File: src/pkg/eqc_regs.svh
// Constants of the equalizer control slave: address, fields, reset values
`ifndef EQC_REGS_SVH
`define EQC_REGS_SVH

// Fixed upper six bits of the chip address and the write direction bit
`define EQC_ADDR_HI     6'h21
`define EQC_ADDR_WR     1'h0

// Bit counter value of the last bit of a byte
`define EQC_BIT_LAST    3'h7
`define EQC_BIT_FIRST   3'h0

// Data byte field positions
`define EQC_CMD_BIT     7
`define EQC_BAND_HI     6
`define EQC_BAND_LO     4
`define EQC_DIR_BIT     3
`define EQC_CRS_HI      5
`define EQC_CRS_LO      3
`define EQC_LOW_HI      2
`define EQC_LOW_LO      0

// Command kinds carried in the top bit
`define EQC_CMD_VOLUME  1'h0
`define EQC_CMD_BAND    1'h1

// Band select codes
`define EQC_BAND_1      3'h1
`define EQC_BAND_2      3'h2
`define EQC_BAND_3      3'h3
`define EQC_BAND_4      3'h4

// Reset state: volume -17.25 dB (15 + 2.25), bands cut by 12 dB
`define EQC_FINE_RST    3'h6
`define EQC_COARSE_RST  3'h5
`define EQC_GAIN_RST    3'h6
`define EQC_CUT_RST     1'h1

// Idle level of the bus lines and of the open strap
`define EQC_LINE_IDLE   3'h7

`endif

File: src/pkg/eqc_pkg.sv
// Types shared by the equalizer control slave
`default_nettype none

package eqc_pkg;

    // Bus protocol states
    typedef enum logic [2:0] {
        st_idle,
        st_addr,
        st_addr_ack,
        st_data,
        st_data_ack,
        st_ignore
    } eqc_state_e;

    typedef logic [7:0] eqc_byte_t;
    typedef logic [2:0] eqc_step_t;
    typedef logic [3:0][2:0] eqc_gains_t;

endpackage

`default_nettype wire

File: src/eqc_cmd_decode.sv
// Data byte decoder holding the volume and band settings
`default_nettype none
`include "eqc_regs.svh"

module eqc_cmd_decode
    import eqc_pkg::*;
(
    input  wire logic       sys_clk_i,    // System clock
    input  wire logic       sys_rst_i,    // Synchronous reset, high
    input  wire logic       byte_valid_i, // One-cycle data byte strobe
    input  wire eqc_byte_t  byte_i,       // Received data byte
    output eqc_step_t       fine_attenuation_o,   // 0.375 dB steps
    output eqc_step_t       coarse_attenuation_o, // 3 dB steps
    output logic      [3:0] cut_boost_select_o,   // Per band, 1 = cut
    output eqc_gains_t      band_gain_o           // Per band, 2 dB steps
);

    // One-hot band enable from a band select code, zero when unused
    function automatic logic [3:0] band_hot(input logic [2:0] sel);
        logic [3:0] hot;
        hot = 4'h0;
        unique case (sel)
            `EQC_BAND_1: hot = 4'h1;
            `EQC_BAND_2: hot = 4'h2;
            `EQC_BAND_3: hot = 4'h4;
            `EQC_BAND_4: hot = 4'h8;
            default:     hot = 4'h0;
        endcase
        return hot;
    endfunction

    logic       is_vol;
    logic [3:0] band_en;

    // Command kind and band selection of the current byte
    assign is_vol  = byte_i[`EQC_CMD_BIT] == `EQC_CMD_VOLUME;
    assign band_en = byte_valid_i && !is_vol ?
                     band_hot(byte_i[`EQC_BAND_HI:`EQC_BAND_LO]) : 4'h0;

    // Volume stage settings; bit 6 is ignored
    always_ff @(posedge sys_clk_i) begin
        if (sys_rst_i) begin
            fine_attenuation_o   <= `EQC_FINE_RST;
            coarse_attenuation_o <= `EQC_COARSE_RST;
        end else if (byte_valid_i && is_vol) begin
            fine_attenuation_o   <= byte_i[`EQC_LOW_HI:`EQC_LOW_LO];
            coarse_attenuation_o <= byte_i[`EQC_CRS_HI:`EQC_CRS_LO];
        end
    end

    // Band settings; unused band codes change nothing
    always_ff @(posedge sys_clk_i) begin
        if (sys_rst_i) begin
            cut_boost_select_o <= {4{`EQC_CUT_RST}};
            band_gain_o        <= {4{`EQC_GAIN_RST}};
        end else begin
            for (int b = 0; b < 4; b++) begin
                if (band_en[b]) begin
                    cut_boost_select_o[b] <= byte_i[`EQC_DIR_BIT];
                    band_gain_o[b] <= byte_i[`EQC_LOW_HI:`EQC_LOW_LO];
                end
            end
        end
    end

    // Volume byte loads both attenuation fields
    AST_VOL_LOAD: assert property (
        @(posedge sys_clk_i) disable iff (sys_rst_i)
        byte_valid_i && !byte_i[7] |=>
            fine_attenuation_o == $past(byte_i[2:0]) &&
            coarse_attenuation_o == $past(byte_i[5:3]) &&
            $stable(band_gain_o))
        else $error("volume byte not loaded");

    // Unused band codes leave the band settings and the fine attenuation alone
    AST_BAD_BAND_KEEPS: assert property (
        @(posedge sys_clk_i) disable iff (sys_rst_i)
        byte_valid_i && byte_i[7] &&
        (byte_i[6:4] == 3'h0 || byte_i[6:4] > 3'h4) |=>
            $stable(band_gain_o) && $stable(cut_boost_select_o) &&
            $stable(fine_attenuation_o))
        else $error("unused band code changed a setting");

    // Band four byte sets gain and direction of band four
    AST_BAND4_LOAD: assert property (
        @(posedge sys_clk_i) disable iff (sys_rst_i)
        byte_valid_i && byte_i[7:4] == 4'hc |=>
            band_gain_o[3] == $past(byte_i[2:0]) &&
            cut_boost_select_o[3] == $past(byte_i[3]) &&
            $stable(band_gain_o[0]))
        else $error("band four not loaded");

    // Settings after reset
    AST_RESET_STATE: assert property (
        @(posedge sys_clk_i) disable iff (sys_rst_i)
        $fell(sys_rst_i) |->
            fine_attenuation_o == 3'h6 && coarse_attenuation_o == 3'h5 &&
            band_gain_o == {4{3'h6}} && cut_boost_select_o == 4'hf)
        else $error("wrong settings after reset");

endmodule

`default_nettype wire

File: src/eqc_i2c_slave.sv
// Write-only two-wire control slave of the four band equalizer
`default_nettype none
`include "eqc_regs.svh"

// Contract
// - SDA stable while SCL high; sample then
// - SDA falling with SCL high starts transfer
// - SDA rising with SCL high ends transfer
// - Eight bits per byte, MSB first, ack
// - Slave holds SDA low through ack pulse
// - Addressed slave acknowledges every received byte
// - Start, address, data bytes, then stop
// - Accept only address 0x84 or 0x86
// - Variable address bit follows strap pin
// - MSB 0: volume, low bits fine attenuation
// - Volume spans 0 to -23.625 dB
// - MSB 1: band command, bits 6..4 band
// - Bit 3 set means cut, clear boost
// - Low bits band magnitude, 2 dB steps
// - Reset: volume -17.25 dB, bands -12 dB
module eqc_i2c_slave
    import eqc_pkg::*;
(
    input  wire logic  sys_clk_i,    // System clock, 250 MHz
    input  wire logic  sys_rst_i,    // Synchronous reset, high
    input  wire logic  scl_i,        // Bus clock pin
    input  wire logic  sda_i,        // Bus data pin, input side
    output logic       sda_o,        // Bus data pin, output value
    output logic       sda_oe_o,     // Bus data pin, drive enable
    input  wire logic  addr_strap_i, // Address strap, high when open
    output logic       busy_o,       // Addressed transfer in progress
    output eqc_step_t  fine_attenuation_o,   // Volume, 0.375 dB steps
    output eqc_step_t  coarse_attenuation_o, // Volume, 3 dB steps
    output logic [3:0] cut_boost_select_o,   // Per band, 1 = cut
    output eqc_gains_t band_gain_o           // Per band, 2 dB steps
);

    // Synchronised pins and their previous samples
    logic [2:0] pins_s;
    logic       scl_s;
    logic       sda_s;
    logic       strap_s;
    logic       scl_q;
    logic       sda_q;

    // Bus events found by the system clock
    logic       scl_rise;
    logic       scl_fall;
    logic       start_det;
    logic       stop_det;

    // Receive state
    eqc_state_e state_q;
    logic [2:0] bit_cnt_q;
    eqc_byte_t  shift_q;
    eqc_byte_t  rx_byte;
    eqc_byte_t  own_addr;
    logic       last_bit;
    logic       in_ack;
    logic       sda_oe_q;
    logic       byte_valid_q;
    eqc_byte_t  data_q;

    // The bus is slow against the system clock, so two stages suffice
    eqc_sync2 u_sync (
        .sys_clk_i (sys_clk_i),
        .sys_rst_i (sys_rst_i),
        .async_i   ({addr_strap_i, sda_i, scl_i}),
        .sync_o    (pins_s)
    );

    assign scl_s   = pins_s[0];
    assign sda_s   = pins_s[1];
    assign strap_s = pins_s[2];

    // Previous samples for edge finding
    always_ff @(posedge sys_clk_i) begin
        if (sys_rst_i) begin
            scl_q <= 1'h1;
            sda_q <= 1'h1;
        end else begin
            scl_q <= scl_s;
            sda_q <= sda_s;
        end
    end

    // Edges of the clock line; data is taken on the rising edge
    assign scl_rise  = scl_s && !scl_q;
    assign scl_fall  = !scl_s && scl_q;

    // Data line edges while the clock stays high are frame markers
    assign start_det = scl_s && scl_q && sda_q && !sda_s;
    assign stop_det  = scl_s && scl_q && !sda_q && sda_s;

    // Own address: fixed bits, strap bit, write direction
    assign own_addr = {`EQC_ADDR_HI, strap_s, `EQC_ADDR_WR};

    // Byte as it stands once the current bit is shifted in, MSB first
    assign rx_byte  = {shift_q[6:0], sda_s};
    assign last_bit = bit_cnt_q == `EQC_BIT_LAST;
    assign in_ack   = state_q == st_addr_ack || state_q == st_data_ack;

    // Transfer sequence: start, address, data bytes, stop
    always_ff @(posedge sys_clk_i) begin
        if (sys_rst_i) begin
            state_q <= st_idle;
        end else if (stop_det) begin
            state_q <= st_idle;
        end else if (start_det) begin
            state_q <= st_addr;
        end else if (scl_rise && last_bit) begin
            unique case (state_q)
                st_addr: begin
                    if (rx_byte == own_addr) begin
                        state_q <= st_addr_ack;
                    end else begin
                        state_q <= st_ignore;
                    end
                end
                st_data: begin
                    state_q <= st_data_ack;
                end
                st_idle, st_addr_ack, st_data_ack, st_ignore: begin
                    state_q <= state_q;
                end
            endcase
        end else if (scl_fall && in_ack && sda_oe_q) begin
            state_q <= st_data;
        end
    end

    // Bit counter and shift register run on rising clock edges
    always_ff @(posedge sys_clk_i) begin
        if (sys_rst_i) begin
            bit_cnt_q <= `EQC_BIT_FIRST;
            shift_q   <= 8'h00;
        end else if (start_det || stop_det) begin
            bit_cnt_q <= `EQC_BIT_FIRST;
        end else if (scl_rise &&
                     (state_q == st_addr || state_q == st_data)) begin
            bit_cnt_q <= bit_cnt_q + 3'h1;
            shift_q   <= rx_byte;
        end
    end

    // Acknowledge drive: on after the eighth pulse falls, off after ninth
    always_ff @(posedge sys_clk_i) begin
        if (sys_rst_i) begin
            sda_oe_q <= 1'h0;
        end else if (stop_det || start_det) begin
            sda_oe_q <= 1'h0;
        end else if (scl_fall && in_ack) begin
            sda_oe_q <= !sda_oe_q;
        end
    end

    // Every byte of an addressed transfer is acknowledged whether or not the master looks
    assign sda_oe_o = sda_oe_q;
    assign sda_o    = 1'h0;

    // Completed data byte is handed to the decoder for one cycle
    always_ff @(posedge sys_clk_i) begin
        if (sys_rst_i) begin
            byte_valid_q <= 1'h0;
            data_q       <= 8'h00;
        end else begin
            byte_valid_q <= scl_rise && last_bit && state_q == st_data;
            if (scl_rise && last_bit && state_q == st_data) begin
                data_q <= rx_byte;
            end
        end
    end

    // Addressed flag for the outside world
    always_ff @(posedge sys_clk_i) begin
        if (sys_rst_i) begin
            busy_o <= 1'h0;
        end else begin
            busy_o <= state_q == st_addr_ack || state_q == st_data ||
                      state_q == st_data_ack;
        end
    end

    // Volume precedes the bands; the decoder holds both settings
    eqc_cmd_decode u_decode (
        .sys_clk_i            (sys_clk_i),
        .sys_rst_i            (sys_rst_i),
        .byte_valid_i         (byte_valid_q),
        .byte_i               (data_q),
        .fine_attenuation_o   (fine_attenuation_o),
        .coarse_attenuation_o (coarse_attenuation_o),
        .cut_boost_select_o   (cut_boost_select_o),
        .band_gain_o          (band_gain_o)
    );

    // Start always leads to address reception
    AST_START_TO_ADDR: assert property (
        @(posedge sys_clk_i) disable iff (sys_rst_i)
        start_det && !stop_det |=> state_q == st_addr &&
                                    bit_cnt_q == 3'h0 && !sda_oe_o)
        else $error("start not followed by address phase");

    // Stop releases the line and ends the transfer
    AST_STOP_TO_IDLE: assert property (
        @(posedge sys_clk_i) disable iff (sys_rst_i)
        stop_det |=> state_q == st_idle && !sda_oe_o ##1 !busy_o)
        else $error("stop did not end transfer");

    // Acknowledge is held across the whole ninth clock high phase
    AST_ACK_HELD: assert property (
        @(posedge sys_clk_i) disable iff (sys_rst_i)
        in_ack && sda_oe_o && scl_s && !start_det && !stop_det |=>
            sda_oe_o)
        else $error("acknowledge released while clock high");

    // Drive enable only rises just after a clock fall
    AST_OE_ON_FALL: assert property (
        @(posedge sys_clk_i) disable iff (sys_rst_i)
        $rose(sda_oe_o) |-> $past(scl_fall) && $past(scl_q))
        else $error("data line changed outside clock low");

    // Eighth bit of a matching address leads to an acknowledge state
    AST_ADDR_MATCH: assert property (
        @(posedge sys_clk_i) disable iff (sys_rst_i)
        state_q == st_addr && scl_rise && last_bit &&
        !start_det && !stop_det |=>
            state_q == ($past(rx_byte) == {6'h21, $past(strap_s), 1'h0} ?
                        st_addr_ack : st_ignore))
        else $error("address decision wrong");

    // Data byte strobe follows exactly the eighth bit of a data byte
    AST_BYTE_STROBE: assert property (
        @(posedge sys_clk_i) disable iff (sys_rst_i)
        byte_valid_q |-> $past(bit_cnt_q) == 3'h7 &&
                         $past(state_q) == st_data &&
                         state_q == st_data_ack)
        else $error("byte strobe not on eighth bit");

    // Ignored transfers never drive the line
    AST_IGNORE_SILENT: assert property (
        @(posedge sys_clk_i) disable iff (sys_rst_i)
        sda_oe_o |-> in_ack)
        else $error("line driven outside acknowledge slot");

    // After a data byte the drive comes on at the next clock fall
    AST_ACK_STARTS: assert property (
        @(posedge sys_clk_i) disable iff (sys_rst_i)
        state_q == st_data_ack && scl_fall && !sda_oe_o &&
        !start_det && !stop_det |=> sda_oe_o && state_q == st_data_ack)
        else $error("acknowledge not given");

    // A matching address is acknowledged at the next clock fall
    AST_ADDR_ACKS: assert property (
        @(posedge sys_clk_i) disable iff (sys_rst_i)
        state_q == st_addr_ack && scl_fall && !sda_oe_o &&
        !start_det && !stop_det |=> sda_oe_o && state_q == st_addr_ack)
        else $error("address not acknowledged");

    // Falling edge of the ninth pulse releases the line, data follows
    AST_ACK_ENDS: assert property (
        @(posedge sys_clk_i) disable iff (sys_rst_i)
        in_ack && sda_oe_o && scl_fall && !start_det && !stop_det |=>
            !sda_oe_o && state_q == st_data)
        else $error("acknowledge not released after ninth pulse");

    // Each rising clock edge of a byte counts and shifts one bit
    AST_BIT_SHIFT: assert property (
        @(posedge sys_clk_i) disable iff (sys_rst_i)
        scl_rise && (state_q == st_addr || state_q == st_data) &&
        !start_det && !stop_det |=>
            bit_cnt_q == $past(bit_cnt_q) + 3'h1 &&
            shift_q[0] == $past(sda_s))
        else $error("bit not counted or shifted");

    // A foreign address stays ignored until the next frame marker
    AST_IGNORE_QUIET: assert property (
        @(posedge sys_clk_i) disable iff (sys_rst_i)
        state_q == st_ignore && !start_det && !stop_det |=>
            state_q == st_ignore && !sda_oe_o)
        else $error("ignored transfer left its state");

    // Busy flag is low when no addressed transfer is running
    AST_BUSY_FLAG: assert property (
        @(posedge sys_clk_i) disable iff (sys_rst_i)
        state_q == st_idle || state_q == st_ignore ||
        state_q == st_addr |=> !busy_o)
        else $error("busy set without an addressed transfer");

    // The decoder receives exactly the byte assembled on the eighth bit
    AST_STROBE_DATA: assert property (
        @(posedge sys_clk_i) disable iff (sys_rst_i)
        byte_valid_q |-> data_q == $past(rx_byte))
        else $error("wrong byte handed to decoder");

    // An idle slave neither drives the line nor hands over bytes
    AST_IDLE_QUIET: assert property (
        @(posedge sys_clk_i) disable iff (sys_rst_i)
        state_q == st_idle |-> !sda_oe_o && !byte_valid_q)
        else $error("idle slave active");

endmodule

`default_nettype wire

File: src/eqc_sync2.sv
// Two-stage synchroniser for the bus pins and the address strap
`default_nettype none
`include "eqc_regs.svh"

module eqc_sync2
    import eqc_pkg::*;
(
    input  wire logic       sys_clk_i, // System clock
    input  wire logic       sys_rst_i, // Synchronous reset, high
    input  wire logic [2:0] async_i,   // Pins from outside the domain
    output logic      [2:0] sync_o     // Synchronised levels
);

    logic [2:0] meta_q;

    // First stage feeds only the second stage
    always_ff @(posedge sys_clk_i) begin
        if (sys_rst_i) begin
            meta_q <= `EQC_LINE_IDLE;
            sync_o <= `EQC_LINE_IDLE;
        end else begin
            meta_q <= async_i;
            sync_o <= meta_q;
        end
    end

endmodule

`default_nettype wire
File: config.mk
export PLATFORM = sky130hd
export DESIGN_NAME = eqc_i2c_slave
export DESIGN_NICKNAME = d
export VERILOG_FILES = /design/src/pkg/eqc_pkg.sv /design/src/eqc_cmd_decode.sv /design/src/eqc_i2c_slave.sv /design/src/eqc_sync2.sv
export VERILOG_INCLUDE_DIRS = /design/src /design/src/pkg
export SDC_FILE = /design/constraint.sdc
export NUM_CORES = 1
export LEC_CHECK = 0
export BUFFER_PORTS_ARGS = -buffer_cell sky130_fd_sc_hd__buf_2
export CAP_MARGIN = 20
export CORE_MARGIN = 8
export CORE_UTILIZATION = 50
export DETAILED_ROUTE_END_ITERATION = 16
export HOLD_SLACK_MARGIN = 0.1
export PLACE_DENSITY = 0.83
export SLEW_MARGIN = 20
export SYNTH_ARGS = -nofsm -noshare
export SYNTH_HDL_FRONTEND = slang
export SYNTH_SLANG_ARGS = --single-unit
File: constraint.sdc
create_clock -name sys_clk_i -period 3.4 [get_ports sys_clk_i]
set_input_delay 0.68 -clock sys_clk_i [delete_from_list [all_inputs] [get_ports sys_clk_i]]
set_output_delay 0.68 -clock sys_clk_i [all_outputs]
set_load 0.02 [all_outputs]
==> results.cfg <==
[clock_network]
post_cts.repair.setup_buffers = 0
numCtsBuffers = 5
clk_pin_slew_ns = 0.09
cts_max_level = 2
cts_tree = built
ctsResizeCount = 0
clockBufferDepth = 2
cts.sinks = 54
cts_hold_buf = 0
clk_latency_ns = 0.30
cts-root-buf = clkbuf_8

[setup_path]
cpMostUsedCell = ha_1
worstPathArrival_ns = 1.96
crit_type = reg -> reg
slowest_delay_ns = 0.36
cp-start-kind = flop
worstRegToRegCells = 6
path_buf_inv = 0
critPathMaxFanout = 9
worstSetupEndpointType = flop
crit_cells = 6
cp_cell_sequence = ha_1 > ha_1 > nand4b_1 > nor2_4 > mux2i_1 > nor2_1
rrSetupSlack_ns = 1.64
required_ns = 3.60
critical_path.slowest_cell = dfxtp_1
cpLargestDelayFamily = simple AND/OR/NAND/NOR gates

[placed_design]
placed_area_sq_um = 2320
gp_congestion = 0.795
hpwl_um = 2800
io_buffers = 28

[floorplanning]
start_util = 0.507
die-width_um = 81.8
die-height_um = 81.8
num_rows = 24
ios = 30
fp.coreArea_sq_um = 4260
die-area_sq_um = 6690

[final_layout]
drive_gt1_frac = 0.205
fillers = 378
design_area_sq_um = 2400
n_antenna_cell = 0
syn_to_final_growth_pct = 11.0
nets = 261

[synthesis]
syn_area_per_cell_sq_um = 9.53
synth_area_leaders = dfxtp_1 50%, nand2_1 6.4%, a211o_1 4.9%
async_reset_ff_frac = 0
yosys_warnings = 0
yosys.cell_types.count = 40
synthFlopType = dfxtp_1
yosys.area.top_type = dfxtp_1
synth_area_sq_um = 2160
ys_seq_area_frac = 0.500
synthCells = 227
synth_nets = 234
synthTopCellsByCount = 54 x dfxtp_1, 37 x nand2_1, 19 x a21oi_1
yosys.cell_count.top_type = dfxtp_1
synth_top_area_share = 0.500
synth-edff-count = 0
ys_seq_elements = 54

[power]
ir_drop_v = 0.000295
power.density_nw_per_um2 = 417
seq_power_share = 0.640
share_comb_of_total_power = 0.026
p_sw_mw = 0.214
p_int_mw = 0.788
clkPwrFrac = 0.334
p_leak_nw = 0.832
swShare = 0.214

[routing]
wl_per_cell_um = 13.0
via_per_inst = 5.16
dr_total_vias = 1578
drcViolationCount = 0
ant_nets = 0
firstDrtPassIters = 4
drt_wl_total_um = 3990
drtIter0Drc = 138

[global_routing]
grt-ovfl-total = 0
first_global_vias = 1398
grt_max_degree = 30
gr-usage-all-layers = 0.125
antenna_found_initial = 0
grt_pass1_wl_um = 6570

[sta]
min_period_ns = 1.76
setup-tns-final_ns = 0
rsz0062_at_grt = false
maxSlewViolCount = 0
finClkSkew_ns = 0.00849
hold_viol_final = 0
finalCritPeriodShare = 0.518
setup_viol = 0
fmax_mhz = 568

[status]
outcome = completed

[min_path]
hold_path_class = reg -> reg
whs_path_depth = 1

[job]
drv_cap = 0
-- final timing paths --
check                                 startpoint          endpoint
worst max-delay path                bit_cnt_q[0]         data_q[1]
worst min-delay path            u_sync.meta_q[0]  u_sync.sync_o[0]
worst max register to register      bit_cnt_q[0]         data_q[1]
worst min register to register  u_sync.meta_q[0]  u_sync.sync_o[0]
-- per-stage QoR --
| step | worst slack (ns) | power [mW] | util | std cells | hold slack (ns) |
|---|---|---|---|---|---|
| after global placement | 1.79 | 0.682 | 0.545 | 299 | 0.393 |
| final | 1.64 | 1.00 | 0.563 | 306 | 0.418 |
| after detailed placement | 1.68 | 0.683 | 0.545 | 299 | 0.401 |
| after CTS | 1.65 | 1.01 | 0.563 | 306 | 0.426 |
| after global routing | 1.50 | 1.04 | 0.563 | 306 | 0.434 |
| after floorplan | 1.91 | 0.678 | - | 227 | 0.389 |
-- state kept, by name, indices dropped and copies added, names as in the netlist --
signal	flops
busy_o	1
bit_cnt_q	3
sda_q	1
sda_oe_o	1
u_decode.cut_boost_select_o	4
byte_valid_q	1
data_q	8
u_decode.coarse_attenuation_o	3
u_decode.fine_attenuation_o	3
u_sync.meta_q	3
u_sync.sync_o	3
scl_q	1
state_q	3
u_decode.band_gain_o	12
shift_q	7
-- metal layers --
metal  up-vias  share of wire  global-route usage  wire length [um]
met3         4          0.055              0.0361               218
met5         -              0                   0                 0
met4         0          0.016              0.0579                63
li1        822              -                   -                 -
met2        39           0.46               0.200              1840
met1       713           0.47               0.151              1870
-- power groups by stage --
stage	clock, mW	combinational, mW	sequential, mW
finish	0.335	0.0265	0.641
global route	0.368	0.0295	0.642
CTS	0.343	0.0267	0.641
detailed placement	0	0.0266	0.656
global placement	0	0.0264	0.656
floorplan	0	0.0231	0.655
-- cells in the final DEF, fill, tap and decap left out, types with 8 or more instances in the layout --
master / instances
mux2i_1: 8
or2_2: 8
buf_2: 28
dfxtp_1: 54
a211o_1: 12
nor2b_1: 10
nor2_1: 17
a21oi_1: 19
nand2_1: 37
-- layout make-up --
class,count,area [sq um],area share
sequential,54,1080,0.450
multi-input combinational,159,1010,0.420
timing repair buffer,29,148,0.0615
clock buffer,6,72.6,0.0302
tap,52,65.1,0.0271
inverter,5,18.8,0.00781
clock inverter,1,7.51,0.00313
-- logic make-up (layout without fill, tap and decap cells) --
| logic type | after synthesis | count (layout) | synth area share |
|---|---|---|---|
| flip-flops | 54 | 54 | 0.500 |
| adder cells (fa/ha/maj) | 2 | 2 | 0.0116 |
| AND/OR/NAND/NOR | 102 | 102 | 0.273 |
| buffers and inverters | 14 | 41 | 0.0335 |
| AO/OA/AOI/OAI | 41 | 41 | 0.123 |
| XOR/XNOR | 5 | 5 | 0.0202 |
| multiplexers | 8 | 8 | 0.0370 |
| other | 1 | 1 | 0.00173 |
Note: power is estimated with default switching activity, not from simulation.
